`config.mk`:
```
export PLATFORM = sky130hd
export DESIGN_NAME = uib_context_bids
export DESIGN_NICKNAME = d
export VERILOG_FILES = /design/src/verilog/uib_pkg.sv /design/src/verilog/uib_pin_if.sv /design/src/verilog/uib_pin_change.sv /design/src/verilog/uib_context_bids.sv
export SDC_FILE = /design/constraint.sdc
export NUM_CORES = 1
export LEC_CHECK = 0
export BUFFER_PORTS_ARGS = -buffer_cell sky130_fd_sc_hd__buf_4
export CAP_MARGIN = 0
export CORE_MARGIN = 5
export CORE_UTILIZATION = 50
export CTS_CLUSTER_SIZE = 16
export DETAILED_ROUTE_END_ITERATION = 10
export PLACE_DENSITY = 0.72
export SLEW_MARGIN = 30
export SYNTH_ARGS = -nofsm -noshare
export SYNTH_HDL_FRONTEND = slang
export SYNTH_SLANG_ARGS = --single-unit
```
`constraint.sdc`:
```
create_clock -name clk_in -period 22.1 [get_ports clk_in]
set_input_delay 1.105 -clock clk_in [delete_from_list [all_inputs] [get_ports clk_in]]
set_output_delay 1.105 -clock clk_in [all_outputs]
set_load 0.005 [all_outputs]
```
`src/verilog/uib_pkg.sv`:
```
package uib_pkg;

    // Register byte addresses on the parallel bus
    localparam logic [7:0] UIB_ADDR_PORT_A_LOW = 8'h14;
    localparam logic [7:0] UIB_ADDR_PORT_B_LOW = 8'h1C;
    localparam logic [7:0] UIB_ADDR_BID_BREAK = 8'h50;
    localparam logic [7:0] UIB_ADDR_BID_PIN = 8'h51;
    localparam logic [7:0] UIB_ADDR_BID_TIMER = 8'h52;
    localparam logic [7:0] UIB_ADDR_BID_FLOW = 8'h53;
    localparam logic [7:0] UIB_ADDR_BID_ADDR = 8'h54;
    localparam logic [7:0] UIB_ADDR_BID_LOOP = 8'h55;
    localparam logic [7:0] UIB_ADDR_UPDATE_CTX = 8'h61;
    localparam logic [7:0] UIB_ADDR_KIND = 8'h72;
    localparam logic [7:0] UIB_ADDR_DATA_PORT = 8'h73;

    // Reset values
    localparam logic [7:0] UIB_BID_RESET = 8'h00;
    localparam logic [7:0] UIB_DATA_RESET = 8'h00;

    // Kind register fields
    localparam int UIB_KIND_RX_MSB = 7;
    localparam int UIB_KIND_RX_LSB = 6;
    localparam int UIB_KIND_TX_BIT = 5;
    localparam int UIB_KIND_OTHER_MSB = 2;
    localparam logic [1:0] UIB_RX_WITH_ERR = 2'h2;
    localparam logic [1:0] UIB_RX_NO_ERR = 2'h3;

    // Other-type codes
    localparam logic [2:0] UIB_OTHER_NONE = 3'h0;
    localparam logic [2:0] UIB_OTHER_PIN = 3'h1;
    localparam logic [2:0] UIB_OTHER_ADDR = 3'h2;
    localparam logic [2:0] UIB_OTHER_FLOW = 3'h3;
    localparam logic [2:0] UIB_OTHER_WDOG = 3'h4;
    localparam logic [2:0] UIB_OTHER_BREAK = 3'h5;
    localparam logic [2:0] UIB_OTHER_TIMER = 3'h6;
    localparam logic [2:0] UIB_OTHER_LOOP = 3'h7;

    // Port nibble layout and pins present on each port
    localparam int UIB_NIB = 4;
    localparam int UIB_FLAG_LSB = 4;
    localparam logic [3:0] UIB_PINS_A = 4'hF;
    localparam logic [3:0] UIB_PINS_B = 4'hD;

    // Character length codes: 5, 6, 7, 8 data bits
    localparam logic [1:0] UIB_LEN5 = 2'h0;
    localparam logic [1:0] UIB_LEN6 = 2'h1;
    localparam logic [1:0] UIB_LEN7 = 2'h2;

    // Arbitration sources
    localparam int UIB_NSRC = 10;
    localparam int UIB_BID_W = 10;
    typedef enum logic [3:0] {
        UIB_SRC_RX, UIB_SRC_TX, UIB_SRC_PIN, UIB_SRC_ADDR, UIB_SRC_FLOW,
        UIB_SRC_WDOG, UIB_SRC_BREAK, UIB_SRC_TIMER0, UIB_SRC_TIMER1, UIB_SRC_LOOP
    } uib_src_t;

    // Fixed low bid bits for register-bid sources
    localparam logic [1:0] UIB_LOW_BID = 2'h0;
    localparam logic [1:0] UIB_LOW_BID_T1 = 2'h1;

endpackage

```
`src/verilog/uib_pin_if.sv`:
```
interface uib_pin_if;
    logic [3:0] level;
    logic [3:0] change_en;
    logic [3:0] is_output;
    logic read_clear;
    logic [3:0] flags;
    logic [3:0] levels;

    modport owner (
        output level,
        output change_en,
        output is_output,
        output read_clear,
        input flags,
        input levels
    );

    modport detector (
        input level,
        input change_en,
        input is_output,
        input read_clear,
        output flags,
        output levels
    );
endinterface

```
`src/verilog/uib_pin_change.sv`:
```
module uib_pin_change
    import uib_pkg::*;
#(
    parameter logic [3:0] PRESENT = 4'hF
) (
    input wire logic clk_in,
    input wire logic reset_n_in,
    uib_pin_if.detector pins
);

    logic armed_reg;

    // First edge after reset only loads the pin history, so no false change
    always_ff @(posedge clk_in or negedge reset_n_in) begin
        if (!reset_n_in) begin
            armed_reg <= 1'b0;
        end else begin
            armed_reg <= 1'b1;
        end
    end

    genvar i;
    generate
        for (i = 0; i < UIB_NIB; i++) begin : g_pin
            if (PRESENT[i]) begin : g_live
                logic prev_reg;
                logic sticky_reg;
                always_ff @(posedge clk_in or negedge reset_n_in) begin
                    if (!reset_n_in) begin
                        prev_reg <= 1'b0;
                    end else begin
                        prev_reg <= pins.level[i];
                    end
                end
                // Sticky change flag, a new change beats the read clear
                always_ff @(posedge clk_in or negedge reset_n_in) begin
                    if (!reset_n_in) begin
                        sticky_reg <= 1'b0;
                    end else if (armed_reg && (pins.level[i] != prev_reg)) begin
                        sticky_reg <= 1'b1; // RL18
                    end else if (pins.read_clear) begin
                        sticky_reg <= 1'b0; // RL18
                    end
                end
                // Hidden when detection is off or the pin drives out
                assign pins.flags[i] = sticky_reg & pins.change_en[i] & ~pins.is_output[i]; // RL14
                assign pins.levels[i] = prev_reg;
            end else begin : g_absent
                assign pins.flags[i] = 1'b0; // RL15
                assign pins.levels[i] = 1'b0; // RL15
            end
        end
    endgenerate

endmodule

```
`src/verilog/uib_context_bids.sv`:
```
// Contract
// (RL1) Kind bits 7:6 give receiver class: 0x none, 10 with errors, 11 clean.
// (RL2) Kind bit 5 is set for a transmitter interrupt, clear otherwise.
// (RL3) Kind bits 2:0 encode the other interrupt sources, 000 through 111.
// (RL4) Kind register describes the latched context and covers every interrupt kind.
// (RL5) Reading the shared data port pops the latched channel's receive FIFO.
// (RL6) Receive port data is undefined unless the latched context is a receiver.
// (RL7) Unused upper bits read zero for 7, 6 or 5 bit characters.
// (RL8) Writing the shared data port loads the transmit FIFO; excess bits dropped.
// (RL9) Host writes the transmit port only in a transmitter context.
// (RL10) Receive and transmit ports share one address; read receives, write transmits.
// (RL11) Each bid register supplies the upper 8 bits of its source's arbitration number.
// (RL12) Both counter/timers share one bid register for their upper bits.
// (RL13) Port A low register: change flags in 7:4, pin levels in 3:0.
// (RL14) A change flag reads zero when detection is off or pin is output.
// (RL15) Port B low register reports pins 3, 2, 0; bits 5 and 1 reserved.
// (RL16) Context latches at acknowledge cycle start or on the update command.
// (RL17) Bids use register as upper bits; highest pending bid wins.
// (RL18) Change flags stay set until the host reads their register, then clear.
module uib_context_bids
    import uib_pkg::*;
(
    // Clock and reset
    input wire logic clk_in,
    input wire logic reset_n_in,
    // Host parallel bus
    input wire logic cs_in,
    input wire logic rd_in,
    input wire logic wr_in,
    input wire logic [7:0] addr_in,
    input wire logic [7:0] wdata_in,
    input wire logic interrupt_acknowledge_n_in,
    output logic [7:0] rdata_out,
    // Channel FIFO side
    input wire logic [7:0] rx_data_in,
    input wire logic [1:0] char_len_in,
    output logic rx_pop_out,
    output logic tx_push_out,
    output logic [7:0] tx_data_out,
    output logic context_channel_out,
    // Interrupt requests and FIFO-based bids
    input wire logic rx_pend_in,
    input wire logic rx_err_in,
    input wire logic [9:0] rx_bid_in,
    input wire logic tx_pend_in,
    input wire logic [9:0] tx_bid_in,
    input wire logic addr_pend_in,
    input wire logic flow_pend_in,
    input wire logic wdog_pend_in,
    input wire logic break_pend_in,
    input wire logic [1:0] timer_pend_in,
    input wire logic loop_pend_in,
    output logic [7:0] current_interrupt_kind_out,
    // I/O port lower nibbles
    input wire logic [3:0] port_a_level_in,
    input wire logic [3:0] port_a_change_en_in,
    input wire logic [3:0] port_a_is_output_in,
    input wire logic [3:0] port_b_level_in,
    input wire logic [3:0] port_b_change_en_in,
    input wire logic [3:0] port_b_is_output_in,
    output logic pin_change_event_out
);

    uib_pin_if pa_if ();
    uib_pin_if pb_if ();

    logic [7:0] bid_break_change_reg;
    logic [7:0] bid_pin_change_reg;
    logic [7:0] bid_timer_event_reg;
    logic [7:0] bid_flow_control_reg;
    logic [7:0] bid_address_match_reg;
    logic [7:0] bid_loopback_error_reg;
    logic [7:0] kind_reg;
    logic channel_reg;
    logic iack_prev_reg;
    logic pin_event_reg;
    logic [7:0] rdata_reg;
    logic rx_pop_reg;
    logic tx_push_reg;
    logic [7:0] tx_data_reg;

    logic rd_hit;
    logic wr_hit;
    logic latch_now;
    logic [UIB_NSRC-1:0] req;
    logic [UIB_BID_W-1:0] bid [UIB_NSRC];
    logic [UIB_BID_W-1:0] best_bid;
    uib_src_t best_src;
    logic best_valid;
    logic [7:0] kind_next;
    logic channel_next;
    logic [7:0] char_mask;

    assign rd_hit = cs_in & rd_in;
    assign wr_hit = cs_in & wr_in;

    // Port change detectors
    assign pa_if.level = port_a_level_in;
    assign pa_if.change_en = port_a_change_en_in;
    assign pa_if.is_output = port_a_is_output_in;
    assign pa_if.read_clear = rd_hit && (addr_in == UIB_ADDR_PORT_A_LOW); // RL18
    assign pb_if.level = port_b_level_in;
    assign pb_if.change_en = port_b_change_en_in;
    assign pb_if.is_output = port_b_is_output_in;
    assign pb_if.read_clear = rd_hit && (addr_in == UIB_ADDR_PORT_B_LOW); // RL18

    uib_pin_change #(.PRESENT(UIB_PINS_A)) u_port_a (
        .clk_in(clk_in),
        .reset_n_in(reset_n_in),
        .pins(pa_if.detector)
    );

    uib_pin_change #(.PRESENT(UIB_PINS_B)) u_port_b (
        .clk_in(clk_in),
        .reset_n_in(reset_n_in),
        .pins(pb_if.detector)
    );

    // Bid registers
    always_ff @(posedge clk_in or negedge reset_n_in) begin
        if (!reset_n_in) begin
            bid_break_change_reg <= UIB_BID_RESET;
            bid_pin_change_reg <= UIB_BID_RESET;
            bid_timer_event_reg <= UIB_BID_RESET;
            bid_flow_control_reg <= UIB_BID_RESET;
            bid_address_match_reg <= UIB_BID_RESET;
            bid_loopback_error_reg <= UIB_BID_RESET;
        end else if (wr_hit) begin
            case (addr_in)
                UIB_ADDR_BID_BREAK: begin
                    bid_break_change_reg <= wdata_in; // RL11
                end
                UIB_ADDR_BID_PIN: begin
                    bid_pin_change_reg <= wdata_in; // RL11
                end
                UIB_ADDR_BID_TIMER: begin
                    bid_timer_event_reg <= wdata_in; // RL12
                end
                UIB_ADDR_BID_FLOW: begin
                    bid_flow_control_reg <= wdata_in; // RL11
                end
                UIB_ADDR_BID_ADDR: begin
                    bid_address_match_reg <= wdata_in; // RL11
                end
                UIB_ADDR_BID_LOOP: begin
                    bid_loopback_error_reg <= wdata_in; // RL11
                end
                default: ;
            endcase
        end
    end

    // Request and bid per source
    always_comb begin
        req = '0;
        req[UIB_SRC_RX] = rx_pend_in;
        req[UIB_SRC_TX] = tx_pend_in;
        req[UIB_SRC_PIN] = pin_event_reg;
        req[UIB_SRC_ADDR] = addr_pend_in;
        req[UIB_SRC_FLOW] = flow_pend_in;
        req[UIB_SRC_WDOG] = wdog_pend_in;
        req[UIB_SRC_BREAK] = break_pend_in;
        req[UIB_SRC_TIMER0] = timer_pend_in[0];
        req[UIB_SRC_TIMER1] = timer_pend_in[1];
        req[UIB_SRC_LOOP] = loop_pend_in;
        bid[UIB_SRC_RX] = rx_bid_in;
        bid[UIB_SRC_TX] = tx_bid_in;
        bid[UIB_SRC_WDOG] = rx_bid_in;
        bid[UIB_SRC_PIN] = {bid_pin_change_reg, UIB_LOW_BID}; // RL17
        bid[UIB_SRC_ADDR] = {bid_address_match_reg, UIB_LOW_BID}; // RL17
        bid[UIB_SRC_FLOW] = {bid_flow_control_reg, UIB_LOW_BID}; // RL17
        bid[UIB_SRC_BREAK] = {bid_break_change_reg, UIB_LOW_BID}; // RL17
        bid[UIB_SRC_TIMER0] = {bid_timer_event_reg, UIB_LOW_BID}; // RL12
        bid[UIB_SRC_TIMER1] = {bid_timer_event_reg, UIB_LOW_BID_T1}; // RL12
        bid[UIB_SRC_LOOP] = {bid_loopback_error_reg, UIB_LOW_BID}; // RL17
    end

    // Highest pending bid wins; ties go to the lower source index
    always_comb begin
        best_bid = '0;
        best_src = UIB_SRC_RX;
        best_valid = 1'b0;
        for (int s = 0; s < UIB_NSRC; s++) begin
            if (req[s] && (!best_valid || bid[s] > best_bid)) begin
                best_bid = bid[s]; // RL17
                best_src = uib_src_t'(s);
                best_valid = 1'b1;
            end
        end
    end

    // Kind code of the winner
    always_comb begin
        kind_next = 8'h00;
        channel_next = 1'b0;
        if (best_valid) begin
            case (best_src)
                UIB_SRC_RX: begin
                    kind_next[UIB_KIND_RX_MSB:UIB_KIND_RX_LSB] =
                        rx_err_in ? UIB_RX_WITH_ERR : UIB_RX_NO_ERR; // RL1
                end
                UIB_SRC_TX: begin
                    kind_next[UIB_KIND_TX_BIT] = 1'b1; // RL2
                end
                UIB_SRC_PIN: begin
                    kind_next[UIB_KIND_OTHER_MSB:0] = UIB_OTHER_PIN; // RL3
                end
                UIB_SRC_ADDR: begin
                    kind_next[UIB_KIND_OTHER_MSB:0] = UIB_OTHER_ADDR; // RL3
                end
                UIB_SRC_FLOW: begin
                    kind_next[UIB_KIND_OTHER_MSB:0] = UIB_OTHER_FLOW; // RL3
                end
                UIB_SRC_WDOG: begin
                    kind_next[UIB_KIND_OTHER_MSB:0] = UIB_OTHER_WDOG; // RL3
                end
                UIB_SRC_BREAK: begin
                    kind_next[UIB_KIND_OTHER_MSB:0] = UIB_OTHER_BREAK; // RL3
                end
                UIB_SRC_TIMER0: begin
                    kind_next[UIB_KIND_OTHER_MSB:0] = UIB_OTHER_TIMER; // RL3
                end
                UIB_SRC_TIMER1: begin
                    kind_next[UIB_KIND_OTHER_MSB:0] = UIB_OTHER_TIMER; // RL3
                    channel_next = 1'b1;
                end
                UIB_SRC_LOOP: begin
                    kind_next[UIB_KIND_OTHER_MSB:0] = UIB_OTHER_LOOP; // RL3
                end
                default: begin
                    kind_next[UIB_KIND_OTHER_MSB:0] = UIB_OTHER_NONE;
                end
            endcase
        end
    end

    // Acknowledge cycle start is the falling edge of the acknowledge strobe
    assign latch_now = (iack_prev_reg & ~interrupt_acknowledge_n_in) |
        (wr_hit && (addr_in == UIB_ADDR_UPDATE_CTX)); // RL16

    always_ff @(posedge clk_in or negedge reset_n_in) begin
        if (!reset_n_in) begin
            iack_prev_reg <= 1'b1;
        end else begin
            iack_prev_reg <= interrupt_acknowledge_n_in;
        end
    end

    // Latched context stays frozen until the next latch
    always_ff @(posedge clk_in or negedge reset_n_in) begin
        if (!reset_n_in) begin
            kind_reg <= 8'h00;
            channel_reg <= 1'b0;
        end else if (latch_now) begin
            kind_reg <= kind_next; // RL4
            channel_reg <= channel_next; // RL16
        end
    end

    always_ff @(posedge clk_in or negedge reset_n_in) begin
        if (!reset_n_in) begin
            pin_event_reg <= 1'b0;
        end else begin
            pin_event_reg <= (|pa_if.flags) | (|pb_if.flags);
        end
    end

    // Mask for the configured character length
    always_comb begin
        case (char_len_in)
            UIB_LEN5: char_mask = 8'h1F;
            UIB_LEN6: char_mask = 8'h3F;
            UIB_LEN7: char_mask = 8'h7F;
            default: char_mask = 8'hFF;
        endcase
    end

    // Read data path, one cycle after the read strobe
    always_ff @(posedge clk_in or negedge reset_n_in) begin
        if (!reset_n_in) begin
            rdata_reg <= UIB_DATA_RESET;
        end else if (rd_hit) begin
            case (addr_in)
                UIB_ADDR_PORT_A_LOW: begin
                    rdata_reg <= {pa_if.flags, pa_if.levels}; // RL13
                end
                UIB_ADDR_PORT_B_LOW: begin
                    rdata_reg <= {pb_if.flags, pb_if.levels}; // RL15
                end
                UIB_ADDR_BID_BREAK: begin
                    rdata_reg <= bid_break_change_reg;
                end
                UIB_ADDR_BID_PIN: begin
                    rdata_reg <= bid_pin_change_reg;
                end
                UIB_ADDR_BID_TIMER: begin
                    rdata_reg <= bid_timer_event_reg;
                end
                UIB_ADDR_BID_FLOW: begin
                    rdata_reg <= bid_flow_control_reg;
                end
                UIB_ADDR_BID_ADDR: begin
                    rdata_reg <= bid_address_match_reg;
                end
                UIB_ADDR_BID_LOOP: begin
                    rdata_reg <= bid_loopback_error_reg;
                end
                UIB_ADDR_KIND: begin
                    rdata_reg <= kind_reg; // RL4
                end
                UIB_ADDR_DATA_PORT: begin
                    rdata_reg <= rx_data_in & char_mask; // RL5 RL7 RL6
                end
                default: begin
                    rdata_reg <= UIB_DATA_RESET;
                end
            endcase
        end
    end

    // FIFO strobes of the shared data port
    always_ff @(posedge clk_in or negedge reset_n_in) begin
        if (!reset_n_in) begin
            rx_pop_reg <= 1'b0;
            tx_push_reg <= 1'b0;
            tx_data_reg <= UIB_DATA_RESET;
        end else begin
            rx_pop_reg <= rd_hit && (addr_in == UIB_ADDR_DATA_PORT); // RL10 RL5
            tx_push_reg <= wr_hit && (addr_in == UIB_ADDR_DATA_PORT); // RL10 RL8
            if (wr_hit && (addr_in == UIB_ADDR_DATA_PORT)) begin
                tx_data_reg <= wdata_in & char_mask; // RL8
            end
        end
    end

    assign rdata_out = rdata_reg;
    assign rx_pop_out = rx_pop_reg;
    assign tx_push_out = tx_push_reg;
    assign tx_data_out = tx_data_reg;
    assign context_channel_out = channel_reg;
    assign current_interrupt_kind_out = kind_reg;
    assign pin_change_event_out = pin_event_reg;

endmodule

```
# Word level (Yosys, flattened, before mapping)
# Index checks and enable logic that the tools add are counted.
# Widths: inputs -> output; s select.
# word_totals
regBits	90
in_bits	86
out_inout_bits	28
elab_cells	200
# classes
n_bitwise	29
n_eq_ne	29
n_lt_le_gt_ge	9
reduce_logical	57
muxes	47
# ops
cell	count
$gt 10x10->1	9
$mux 10	9
$pmux 8 s10	1
$eq 8x7->1 const B	9
$mux 4	8
$mux 1	24
$pmux 8 s3	1
$logic_and 1x1->1	21
$pmux 3 s7	1
$and 1x1->1	17
$and 8x8->8	2
$eq 4x3->1 const B	4
$eq 8x5->1 const B	2
$reduce_bool 2->1	7
$reduce_and 2->1	6
$logic_not 1->1	9
$logic_or 1x1->1	9
$eq 4x2->1 const B	2
$eq 4x4->1 const B	2
$not 1->1	8
$ne 1x1->1	7
$mux 3	2
$eq 4x1->1 const B	1
$logic_not 4->1	1
8 further kinds	9

# Logic depth before layout (Yosys ltp)
# Gate-level depths: netlist of run 1.
# logic_depth
depth_word	41
depth_mapped	99
depth_no_buf	89

# Cells and area by module
# From an unflattened synthesis of run 1, not the netlist that was laid out.
# unflattened
hier_cells	830
area_unflattened_um2	7548.5
# modules_own_cells
module	instances	seq_area_each_um2	cells_each	area_each_um2
uib_context_bids	1	1878.1	772	6886.6
uib_pin_change (u_port_a)	1	225.2	31	362.8
uib_pin_change (u_port_b)	1	175.2	27	299.0

# Worst setup path before layout of run 1
# Ideal clock, no wire load.
# synth_path
path_type	input to register
from	input rx_pend_in
to	register kind_reg[5], in the netlist current_interrupt_kind_out[5]
slack_ns	2.752
arrival_time_ns	19.227
n_path_buf	10
setup_ns	0.121
stages	97
t_required_ns	21.979
cell_sequence	buf_2 > clkbuf_1 > nand2_1 > ha_1 > a211oi_2 > nor2_1 > a2111oi_4 > o21ai_0 > and2_1 > clkbuf_1 > clkbuf_1 > nor2_1 > a21oi_1 > ha_1 > nand3_1 > or3_1 > nor3_1 > a31oi_1 > [61 not listed] > or2_4 > buf_6 > mux2_2 > ha_1 > a21o_1 > a21o_1 > a21o_1 > a21oi_1 > nor2b_1 > o21ai_0 > nand2b_1 > a21o_1 > o21a_1 > and2_1 > a211oi_1 > o31ai_2 > a21o_1 > a22o_1
# synth_between
elab_chain_len	40
word_cells_on_any_way	67
classes_between	order compare: 9; eq/ne: 1; mux: 30; reduce/logical: 27
# synth_lines
item	line	rtl
start, declared	uib_context_bids.sv:42	input wire logic rx_pend_in,
$mux 10 or $mux 1 (tied branches)	uib_context_bids.sv:184	if (req[s] && (!best_valid || bid[s] > best_bid)) begin
$gt 10x10->1 or $logic_not 1->1 (tied branches)	uib_context_bids.sv:184	
$logic_or 1x1->1	uib_context_bids.sv:184	
$logic_and 1x1->1	uib_context_bids.sv:184	
$mux 10 or $mux 1 (tied branches)	uib_context_bids.sv:184	
$gt 10x10->1 or $logic_not 1->1 (tied branches)	uib_context_bids.sv:184	
$logic_or 1x1->1	uib_context_bids.sv:184	
$logic_and 1x1->1	uib_context_bids.sv:184	
[24 not listed]	-	
$mux 10 or $mux 1 (tied branches)	uib_context_bids.sv:184	
$gt 10x10->1 or $logic_not 1->1 (tied branches)	uib_context_bids.sv:184	
$logic_or 1x1->1	uib_context_bids.sv:184	
$logic_and 1x1->1	uib_context_bids.sv:184	
$mux 4	uib_context_bids.sv:184	
$eq 4x1->1	uib_context_bids.sv:197	case (best_src)
$mux 1	uib_context_bids.sv:197	
$mux 3 *	uib_context_bids.sv:196	if (best_valid) begin
end signal, assigned	uib_context_bids.sv:255	kind_reg <= kind_next;
end, declared	uib_context_bids.sv:73	logic [7:0] kind_reg;
# Mark *: on every way between the ends. The rest lies on a longest branch, timed or not.
# A chain may end at the register's enable or synchronous reset.

# Worst setup path in the final report of run 1
# layout_path
from	input rx_pend_in
to	register kind_reg[2], in the netlist current_interrupt_kind_out[2]
# layout_between
elab_chain_len	41
word_cells_on_any_way	75
classes_between	order compare: 9; eq/ne: 8; mux: 30; reduce/logical: 28
# layout_lines
item	line
$mux 10 or $mux 1 (tied branches)	uib_context_bids.sv:184
$gt 10x10->1 or $logic_not 1->1 (tied branches)	uib_context_bids.sv:184
$logic_or 1x1->1	uib_context_bids.sv:184
$logic_and 1x1->1	uib_context_bids.sv:184
$mux 10 or $mux 1 (tied branches)	uib_context_bids.sv:184
$gt 10x10->1 or $logic_not 1->1 (tied branches)	uib_context_bids.sv:184
$logic_or 1x1->1	uib_context_bids.sv:184
$logic_and 1x1->1	uib_context_bids.sv:184
[25 not listed]	-
$gt 10x10->1 or $logic_not 1->1 (tied branches)	uib_context_bids.sv:184
$logic_or 1x1->1	uib_context_bids.sv:184
$logic_and 1x1->1	uib_context_bids.sv:184
$mux 4	uib_context_bids.sv:184
$eq 4x4->1 or $eq 4x3->1 (tied branches)	uib_context_bids.sv:197
$reduce_or 2->1 (no line)	-
$pmux 3 s7	uib_context_bids.sv:197
$mux 3 *	uib_context_bids.sv:196
# Marks and branches as above.

==> metrics.md, run 1 <==
| Metric | Value |
|---|---|
| Status | finished, final reports clean |
| Layout cells sized above 1 | 25.98% |
| Critical path data arrival time | 20.86 ns |
| CP peak stage delay | 0.75 ns |
| Wire per inst | 20.00 um |
| RSZ-0062 raised after global routing | false |
| Max Cap Violations | 0 |
| Post-DP HPWL | 17720 um |
| Final Max Slew Viols | 0 |
| Adder and majority cell fraction of the synthesized area | 12.47% |
| Initial antenna violation count | 0 |
| Final setup viols | 0 |
| Setup bufs post-CTS | 0 |
| Die Span X | 131.9 um |
| TritonCTS buffer count | 9 |
| I/O pins | 114 |
| Fillers | 1319 |
| Vias/cell | 6.082 |
| Initial DRT Pass Iterations | 6 |
| Cell Pwr Density | 55.48 mW/mm^2 |
| Final hold vios | 0 |
| Synth Cell Area | 0.007427 mm^2 |
| Die H | 131.9 um |
| Grt total ovfl | 0 |
| Mux cell area share after synthesis | 15.58% |
| Clock Skews | 0.007236 ns |
| Routability cong. | 0.9590 |
| Via count | 6690 |
| # diodes | 0 |
| Mapped Avg Cell Area | 9.249 um^2 |
| Crit. End Element | flip-flop |
| Synth Area in Compound Gates | 20.57% |
| Clock latency on the worst-skew pair | 0.35 ns |
| Grt met1 use | 36.53% |
| FF-to-FF Start | bid_pin_change_reg[6] |
| CTS root buf | clkbuf_16 |
| Slowest CP cell | nor4b_1 |
| Ys async rst share | 100.0% |
| Post-route clock period utilization | 93.37% |
| H-tree depth | 3 |
| YS warnings | 0 |
| First-pass GRT wire length | 35740 um |
| Post-synthesis simple-gate area fraction | 15.45% |
| Worst Setup SP | rx_pend_in |
| Reg clk slew, reported paths | 0.07 ns |
| Synth-to-layout area growth | 17.71% |
| Number of port buffers | 108 |
| Post-synth EDFFs | 0 |
| Vias in the first global route | 6651 |
| Maximum root-to-sink buffer count | 2 |
| Global-route usage over all layers | 25.19% |
| Prevailing post-synth register cell | dfrtp_1 |
| # placed instances | 1084 |
| Largest net degree at the start of global routing | 51 |
| Nets | 1071 |
| M3 GR Usage | 4.504% |
| # DRC | 0 |
| TritonCTS clock tree | built |
| Final Critical Period | 20.63 ns |
| Crit path max fanout | 17 |
| Rows | 44 |
| Worst-margin pin slew | 0.8357 ns |
| Most common cell after layout, fill and taps aside | buf_4 |
| Total power | 485.0 uW |
| Hold buffers post-CTS | 0 |
| Antenna-violating nets left | 0 |
| Max Clock Freq | 48.46 MHz |
| Layout Cells excl Fill | 1100 |
| Core Footprint | 0.01453 mm^2 |
| Syn Inst Count | 803 |
| Slew margin rel. | 43.50% |
| CTS Sinks | 90 |
| Min-delay worst type | reg -> reg |
| Place WS | 1.296 ns |
| PostCTS Resize Cnt | 0 |
| Most used cell along the critical path | a21o_1 |
| Most frequent cells in the layout | buf_4 (117), dfrtp_1 (89), nand2_1 (83), mux2_2 (76), ha_1 (74) |
| Drt first-iter violations | 593 |
| Initial Util | 51.10% |
| Sequential fraction of the synthesis area | 30.34% |
| Met2 Resource Use GR | 39.25% |
| Largest family of logic cells by synthesized area | compound AO/OA/AOI/OAI gates |
| Flops & latches, synth | 90 |
| Data required time at the worst endpoint | 22.33 ns |
| Setup slack, reg-to-reg | 4.11 ns |
| Worst VDD drop | 53.96 uV |
| Post-Route WL | 22010 um |
| Die Area | 0.01739 mm^2 |
| GRT Max-Usage Layer | met2 |
| Crit path launch type | input port |
| Worst Slack Setup Final | 1.466 ns |
| Yosys cell types | 78 |
| Critical path class | in -> reg |
| Pleak | 4.245 nW |
| Synth Area in XOR/XNOR | 0.9434% |
| Hold_sp | tx_data_out[4] |
| Setup TNS | 0 ns |
## cells by family after synthesis
| logic type | count (synthesis) |
|---|---|
| xor gates and xnor gates | 8 |
| DFF | 90 |
| AOI/OAI and AO/OA | 205 |
| and+or+nand+nor | 237 |
| other | 2 |
| buffers and inverters | 83 |
| muxes | 104 |
| adders and majority gates | 74 |
## stage by stage
step                      utilization [%]  hold slack, ns  cell area (um^2)
after CTS                           60.11          0.4947              8736
after global routing                60.15          0.5166              8742
after floorplan                         -          0.4628              7431
final                               60.15          0.4894              8742
after detailed placement            58.03          0.4691              8434
after global placement              58.03          0.4678              8434
## worst max-delay path, delay by kind of cell
kind / cells / cell delay [ns]
compound gates: 48 / 10.48
fa+ha+maj: 9 / 2.44
buf+inv: 7 / 1.09
mux: 7 / 2.59
simple gates: 20 / 3.13
## report_power, final
part           leakage [nW]  switching (mW)  internal, mW
clock network         0.149          0.0753        0.0810
registers              1.17         0.00927         0.172
logic                  2.92          0.0812        0.0664
## synthesized netlist by cell type (5+ instances only)
library cell | n | share of area (%)
o21ai_0 | 33 | 2.2
nand2_1 | 83 | 4.2
nand3_1 | 23 | 1.5
nor2_1 | 48 | 2.4
and2_1 | 8 | 0.67
a211oi_1 | 9 | 0.91
inv_1 | 62 | 3.1
nand3b_1 | 5 | 0.51
a21oi_1 | 34 | 2.3
clkbuf_1 | 12 | 0.61
nand4_1 | 16 | 1.3
o21a_1 | 6 | 0.61
a221oi_1 | 12 | 1.4
a31oi_1 | 12 | 1.0
nor2b_1 | 5 | 0.42
a22oi_1 | 6 | 0.61
xor2_1 | 8 | 0.94
a222oi_1 | 5 | 0.67
mux2_2 | 76 | 12
ha_1 | 74 | 12
a22o_1 | 10 | 1.2
mux2_1 | 6 | 0.91
o211ai_1 | 7 | 0.71
nor3_1 | 14 | 0.94
mux2i_1 | 19 | 2.6
nand2b_1 | 11 | 0.93
a21o_1 | 23 | 2.3
dfrtp_1 | 89 | 30
o31ai_1 | 6 | 0.61
## path summary, 6_finish.rpt
| path | to | cells after the start |
|---|---|---|
| max | current_interrupt_kind_out[2] | 91 |
| min | tx_data_out[4] | 2 |
| max reg2reg | current_interrupt_kind_out[2] | 81 |
| min reg2reg | tx_data_out[4] | 2 |
| max in group asynchronous | current_interrupt_kind_out[7] | 2 |
| min in group asynchronous | u_port_a.g_pin[0].g_live.prev_reg | 1 |
## cell type report
cell class | count | area, um^2 | area share, %
clock buffers | 9 | 225.2 | 2.576
well taps | 184 | 230.2 | 2.633
multi-input cells | 631 | 4846 | 55.43
flip-flops and latches | 90 | 2253 | 25.78
repair buffers | 117 | 878.3 | 10.05
inverters | 62 | 232.7 | 2.662
clock inverters | 7 | 76.32 | 0.8731
## routing by layer
layer  part of all wire, %  vias up
met3                   7.2       22
met5                     0        -
met2                    45      249
li1                      -     3210
met1                    46     3209
met4                   1.4        0
(Power assumes the default switching activity.)
==> inputs of run 2 (changes only) <==
CORE_MARGIN = 4   (was 5)
PLACE_DENSITY = unset   (was 0.72)
PLACE_DENSITY_LB_ADDON = 0.05   (was unset)
==> run 2 against run 1 <==
  * Via count is 1.4% higher
  * Sequential power is essentially flat
  * Core utilization grew 0.28 points
  * Critical path type unchanged
  * Highest routed layer unchanged
  * Sequential share of layout area fell by 0.12 points
  * Register-to-register slack got worse by 0.25 ns
  * Non-clock buffer count increased by 1
  * Global-route usage is 2.2 points higher
  * Clock skew is 0.0065 ns higher
  * Sequential cell count is the same
  * Cell count stayed put
  * First-iteration DRC count is 7.4% lower
  * Wire length grew 5.1%
==> metrics.md, run 2 (synthesis gave the netlist of run 1 again) <==
| Metric | Value |
|---|---|
| Antenna-violating nets left | 0 |
| Reg clk slew, reported paths | 0.07 ns |
| Post-DP HPWL | 18670 um |
| Critical path class | in -> reg |
| Hold buffers post-CTS | 0 |
| Vias/cell | 6.165 |
| Crit. End Element | flip-flop |
| Setup TNS | 0 ns |
| Initial DRT Pass Iterations | 6 |
| Status | finished, final reports clean |
| Critical path data arrival time | 21.01 ns |
| Clock Skews | 0.01371 ns |
| Placed Area | 0.008462 mm^2 |
| Most common cell after layout, fill and taps aside | buf_4 |
| Clock latency on the worst-skew pair | 0.35 ns |
| Place WS | 1.200 ns |
| Via count | 6781 |
| Global-route usage over all layers | 27.44% |
| Final hold vios | 0 |
| Layout cells sized above 1 | 25.98% |
| Total power | 500.1 uW |
| Post-route clock period utilization | 93.97% |
| Number of port buffers | 108 |
| Wire per inst | 21.02 um |
| Min-delay worst type | reg -> reg |
| Most used cell along the critical path | a21o_1 |
| Die Span X | 129.9 um |
| TritonCTS buffer count | 9 |
| Worst Hold Slack | 0.4756 ns |
| Max Cap Violations | 0 |
| Slowest CP cell | a311oi_1 |
| Post-Route WL | 23120 um |
| Die H | 129.9 um |
| # placed instances | 1085 |
| CP peak stage delay | 0.55 ns |
| Core Footprint | 0.01453 mm^2 |
| I/O pins | 114 |
| Final Max Slew Viols | 0 |
| First-pass GRT wire length | 35740 um |
| Final setup viols | 0 |
| Initial antenna violation count | 0 |
| Worst-margin pin slew | 0.7335 ns |
| Layout Cells excl Fill | 1100 |
| # DRC | 0 |
| Data required time at the worst endpoint | 22.34 ns |
| Rows | 44 |
| Slew margin rel. | 50.92% |
| Setup bufs post-CTS | 0 |
| CTS Sinks | 90 |
| Initial Util | 51.10% |
| # diodes | 0 |
| Grt total ovfl | 0 |
| Most frequent cells in the layout | buf_4 (117), dfrtp_1 (89), nand2_1 (83), mux2_2 (76), ha_1 (74) |
| Worst Slack Setup Final | 1.334 ns |
| Worst VDD drop | 35.45 uV |
| Crit path max fanout | 17 |
| RSZ-0062 raised after global routing | false |
| Largest net degree at the start of global routing | 53 |
| TritonCTS clock tree | built |
| Routability cong. | 0.9558 |
| Drt first-iter violations | 549 |
| Die Area | 0.01687 mm^2 |
| Nets | 1072 |
| Vias in the first global route | 6607 |
| H-tree depth | 3 |
| Crit path launch type | input port |
| Maximum root-to-sink buffer count | 2 |
| Synth-to-layout area growth | 18.26% |
| Final Critical Period | 20.77 ns |
| PostCTS Resize Cnt | 0 |
| Max Clock Freq | 48.15 MHz |
| Post-route design area | 0.008783 mm^2 |
| Layout Utilization | 60.43% |
| CTS root buf | clkbuf_16 |
| Pleak | 4.266 nW |
| Cell Pwr Density | 56.94 mW/mm^2 |
-- run 2: layout make-up --
class	count	area, um^2
fill	1307	5751
clock inverter	6	95.09
inverter	62	232.7
sequential	90	2253
timing repair buffer	118	905.9
clock buffer	9	225.2
multi-input combinational	631	4841
tap	184	230.2
-- run 2: routing by layer --
layer / vias to the layer above / share of wire [%] / global-route usage (%)
li1: 3209 / - / -
met1: 3260 / 45 / 37.86
met2: 263 / 47 / 44.95
met3: 49 / 5.7 / 3.438
met4: 0 / 2.9 / 9.046
met5: - / 0 / 0
-- run 2: worst paths after layout --
path	startpoint	endpoint	slack [ns]	cells past startpoint
worst max-delay path	rx_pend_in	current_interrupt_kind_out[5]	1.33	93
worst min-delay path	tx_data_out[3]	tx_data_out[3]	0.48	2
worst max register to register	bid_pin_change_reg[3]	current_interrupt_kind_out[5]	3.86	83
worst min register to register	tx_data_out[3]	tx_data_out[3]	0.48	2
max in group asynchronous	reset_n_in	iack_prev_reg	20.56	3
min in group asynchronous	reset_n_in	bid_timer_event_reg[1]	0.57	1
-- run 2: worst max-delay path: cells and delay by family --
family	cells	cell delay (ns)
muxes	7	2.52
and+or+nand+nor	18	2.54
AOI/OAI and AO/OA	52	11.17
adders and majority gates	9	2.54
buffers and inverters	7	1.06
-- run 2: where the power goes --
part | total [mW] | internal, mW | switching (mW)
combinational | 0.150 | 0.0673 | 0.0830
clock | 0.168 | 0.100 | 0.0681
sequential | 0.182 | 0.172 | 0.00973
total | 0.500 | 0.339 | 0.161
==> inputs of run 3 (changes only) <==
PLACE_DENSITY = 0.74   (was unset)
PLACE_DENSITY_LB_ADDON = unset   (was 0.05)
==> run 3 against run 2 <==
  * Sequential share of layout area rose by 0.084 points
  * Sequential power barely moved
  * Combinational power barely moved
  * Critical endpoint is now current_interrupt_kind_out[2]
  * Largest power group unchanged
==> metrics.md, run 3 (synthesis gave the netlist of run 1 again) <==
| Metric | Value |
|---|---|
| Drt first-iter violations | 657 |
| Global-route usage over all layers | 27.20% |
| CTS root buf | clkbuf_16 |
| Worst Hold Slack | 0.4811 ns |
| Min-delay worst type | reg -> reg |
| Hold buffers post-CTS | 0 |
| Pleak | 4.252 nW |
| Post-Route WL | 22400 um |
| Worst Hold Path Cells | 2 |
| Setup TNS | 0 ns |
| Area of the multi-input gates | 0.004840 mm^2 |
| Crit path launch type | input port |
| Number of port buffers | 108 |
| Synth-to-layout area growth | 17.87% |
| Clock Skews | 0.005875 ns |
| # DRC | 0 |
| Largest net degree at the start of global routing | 47 |
| RSZ-0062 raised after global routing | false |
| Most common cell after layout, fill and taps aside | buf_4 |
| Cell Pwr Density | 56.36 mW/mm^2 |
| Most used cell along the critical path | a21o_1 |
| Grt total ovfl | 0 |
| Slowest CP cell | a311oi_1 |
| Layout cells sized above 1 | 25.87% |
| PostCTS Resize Cnt | 0 |
| R2r worst-path depth | 82 |
| Maximum root-to-sink buffer count | 2 |
| Initial DRT Pass Iterations | 5 |
| H-tree depth | 3 |
| Setup bufs post-CTS | 0 |
| Critical path data arrival time | 20.81 ns |
| Wire per inst | 20.37 um |
| First-pass GRT wire length | 35640 um |
| Crit. End Element | flip-flop |
| Reg clk slew, reported paths | 0.07 ns |
| Placed Area | 0.008434 mm^2 |
| Vias in the first global route | 6639 |
| Die Area | 0.01687 mm^2 |
| Final setup viols | 0 |
| Post-route design area | 0.008755 mm^2 |
| Rows | 44 |
| Slew margin rel. | 46.78% |
| CP peak stage delay | 0.71 ns |
| Post-DP HPWL | 17840 um |
| Worst VDD drop | 42.94 uV |
| Nets | 1071 |
| TritonCTS clock tree | built |
| Final hold vios | 0 |
| Vias/cell | 6.137 |
| Final Max Slew Viols | 0 |
| Fillers | 1292 |
| Worst Setup SP | rx_pend_in |
| Most frequent cells in the layout | buf_4 (117), dfrtp_1 (89), nand2_1 (83), mux2_2 (76), ha_1 (74) |
| Initial antenna violation count | 0 |
| FF+latch area | 0.002253 mm^2 |
| Core Footprint | 0.01453 mm^2 |
| Status | finished, final reports clean |
| Max Cap Violations | 0 |
| Crit path max fanout | 17 |
| Clock latency on the worst-skew pair | 0.35 ns |
| Layout Utilization | 60.24% |
| Antenna-violating nets left | 0 |
| Die H | 129.9 um |
| Data required time at the worst endpoint | 22.32 ns |
| FF-to-FF Start | bid_pin_change_reg[6] |
| Post-route clock period utilization | 93.17% |
| Initial Util | 51.10% |
| Max Clock Freq | 48.56 MHz |
| Routability cong. | 0.9297 |
| # diodes | 0 |
| Final Critical Period | 20.59 ns |
| TritonCTS buffer count | 9 |
| Worst-margin pin slew | 0.7929 ns |
| CTS Sinks | 90 |
| Critical path class | in -> reg |
| Die Span X | 129.9 um |
| Hold_sp | tx_data_out[6] |
| Via count | 6751 |
| I/O pins | 114 |
[run 3: per-stage QoR]
step / total power, mW / instances / setup WS [ns]
2_1_floorplan: 0.2753 / 804 / 2.752
3_3_place_gp: 0.3272 / 1084 / 1.680
3_5_place_dp: 0.3301 / 1084 / 1.459
4_1_cts: 0.4929 / 1100 / 1.677
5_1_grt: 0.5201 / 1100 / 0.06312
6_report: 0.4934 / 1100 / 1.508
[run 3: layout make-up]
cell class / count / share of cell area (%)
Inverter: 62 / 2.658
Clock buffer: 10 / 2.730
Timing Repair Buffer: 117 / 10.03
Sequential cell: 90 / 25.74
Clock inverter: 6 / 0.9290
Tap cell: 184 / 2.630
Multi-Input combinational cell: 631 / 55.28
[run 3: worst paths after layout]
check	end	slack [ns]
hold / removal	tx_data_out[6]	0.48
setup reg to reg	current_interrupt_kind_out[2]	4.13
setup / recovery	current_interrupt_kind_out[2]	1.51
max in group asynchronous	current_interrupt_kind_out[5]	20.35
min in group asynchronous	u_port_a.g_pin[0].g_live.sticky_reg	0.74
hold reg to reg	tx_data_out[6]	0.48
[run 3: routing by layer]
| metal | global-route usage, % | wire length [um] |
|---|---|---|
| met1 | 38.15 | 9963 |
| met2 | 42.71 | 10200 |
| met3 | 4.216 | 1547 |
| met4 | 10.15 | 693 |
| met5 | 0 | 0 |
[run 3: worst max-delay path: cells and delay by family]
family                   cells  cell delay, ns
AO/OA/AOI/OAI               50           10.91
adder cells (fa/ha/maj)      9            2.60
buffers and inverters        7            1.04
multiplexers                 7            2.48
AND/OR/NAND/NOR             19            2.64
[run 3: power by group]
part | internal [mW] | switching (mW)
Clock | 0.0932 | 0.0702
Combinational | 0.0666 | 0.0819
Sequential | 0.172 | 0.00964
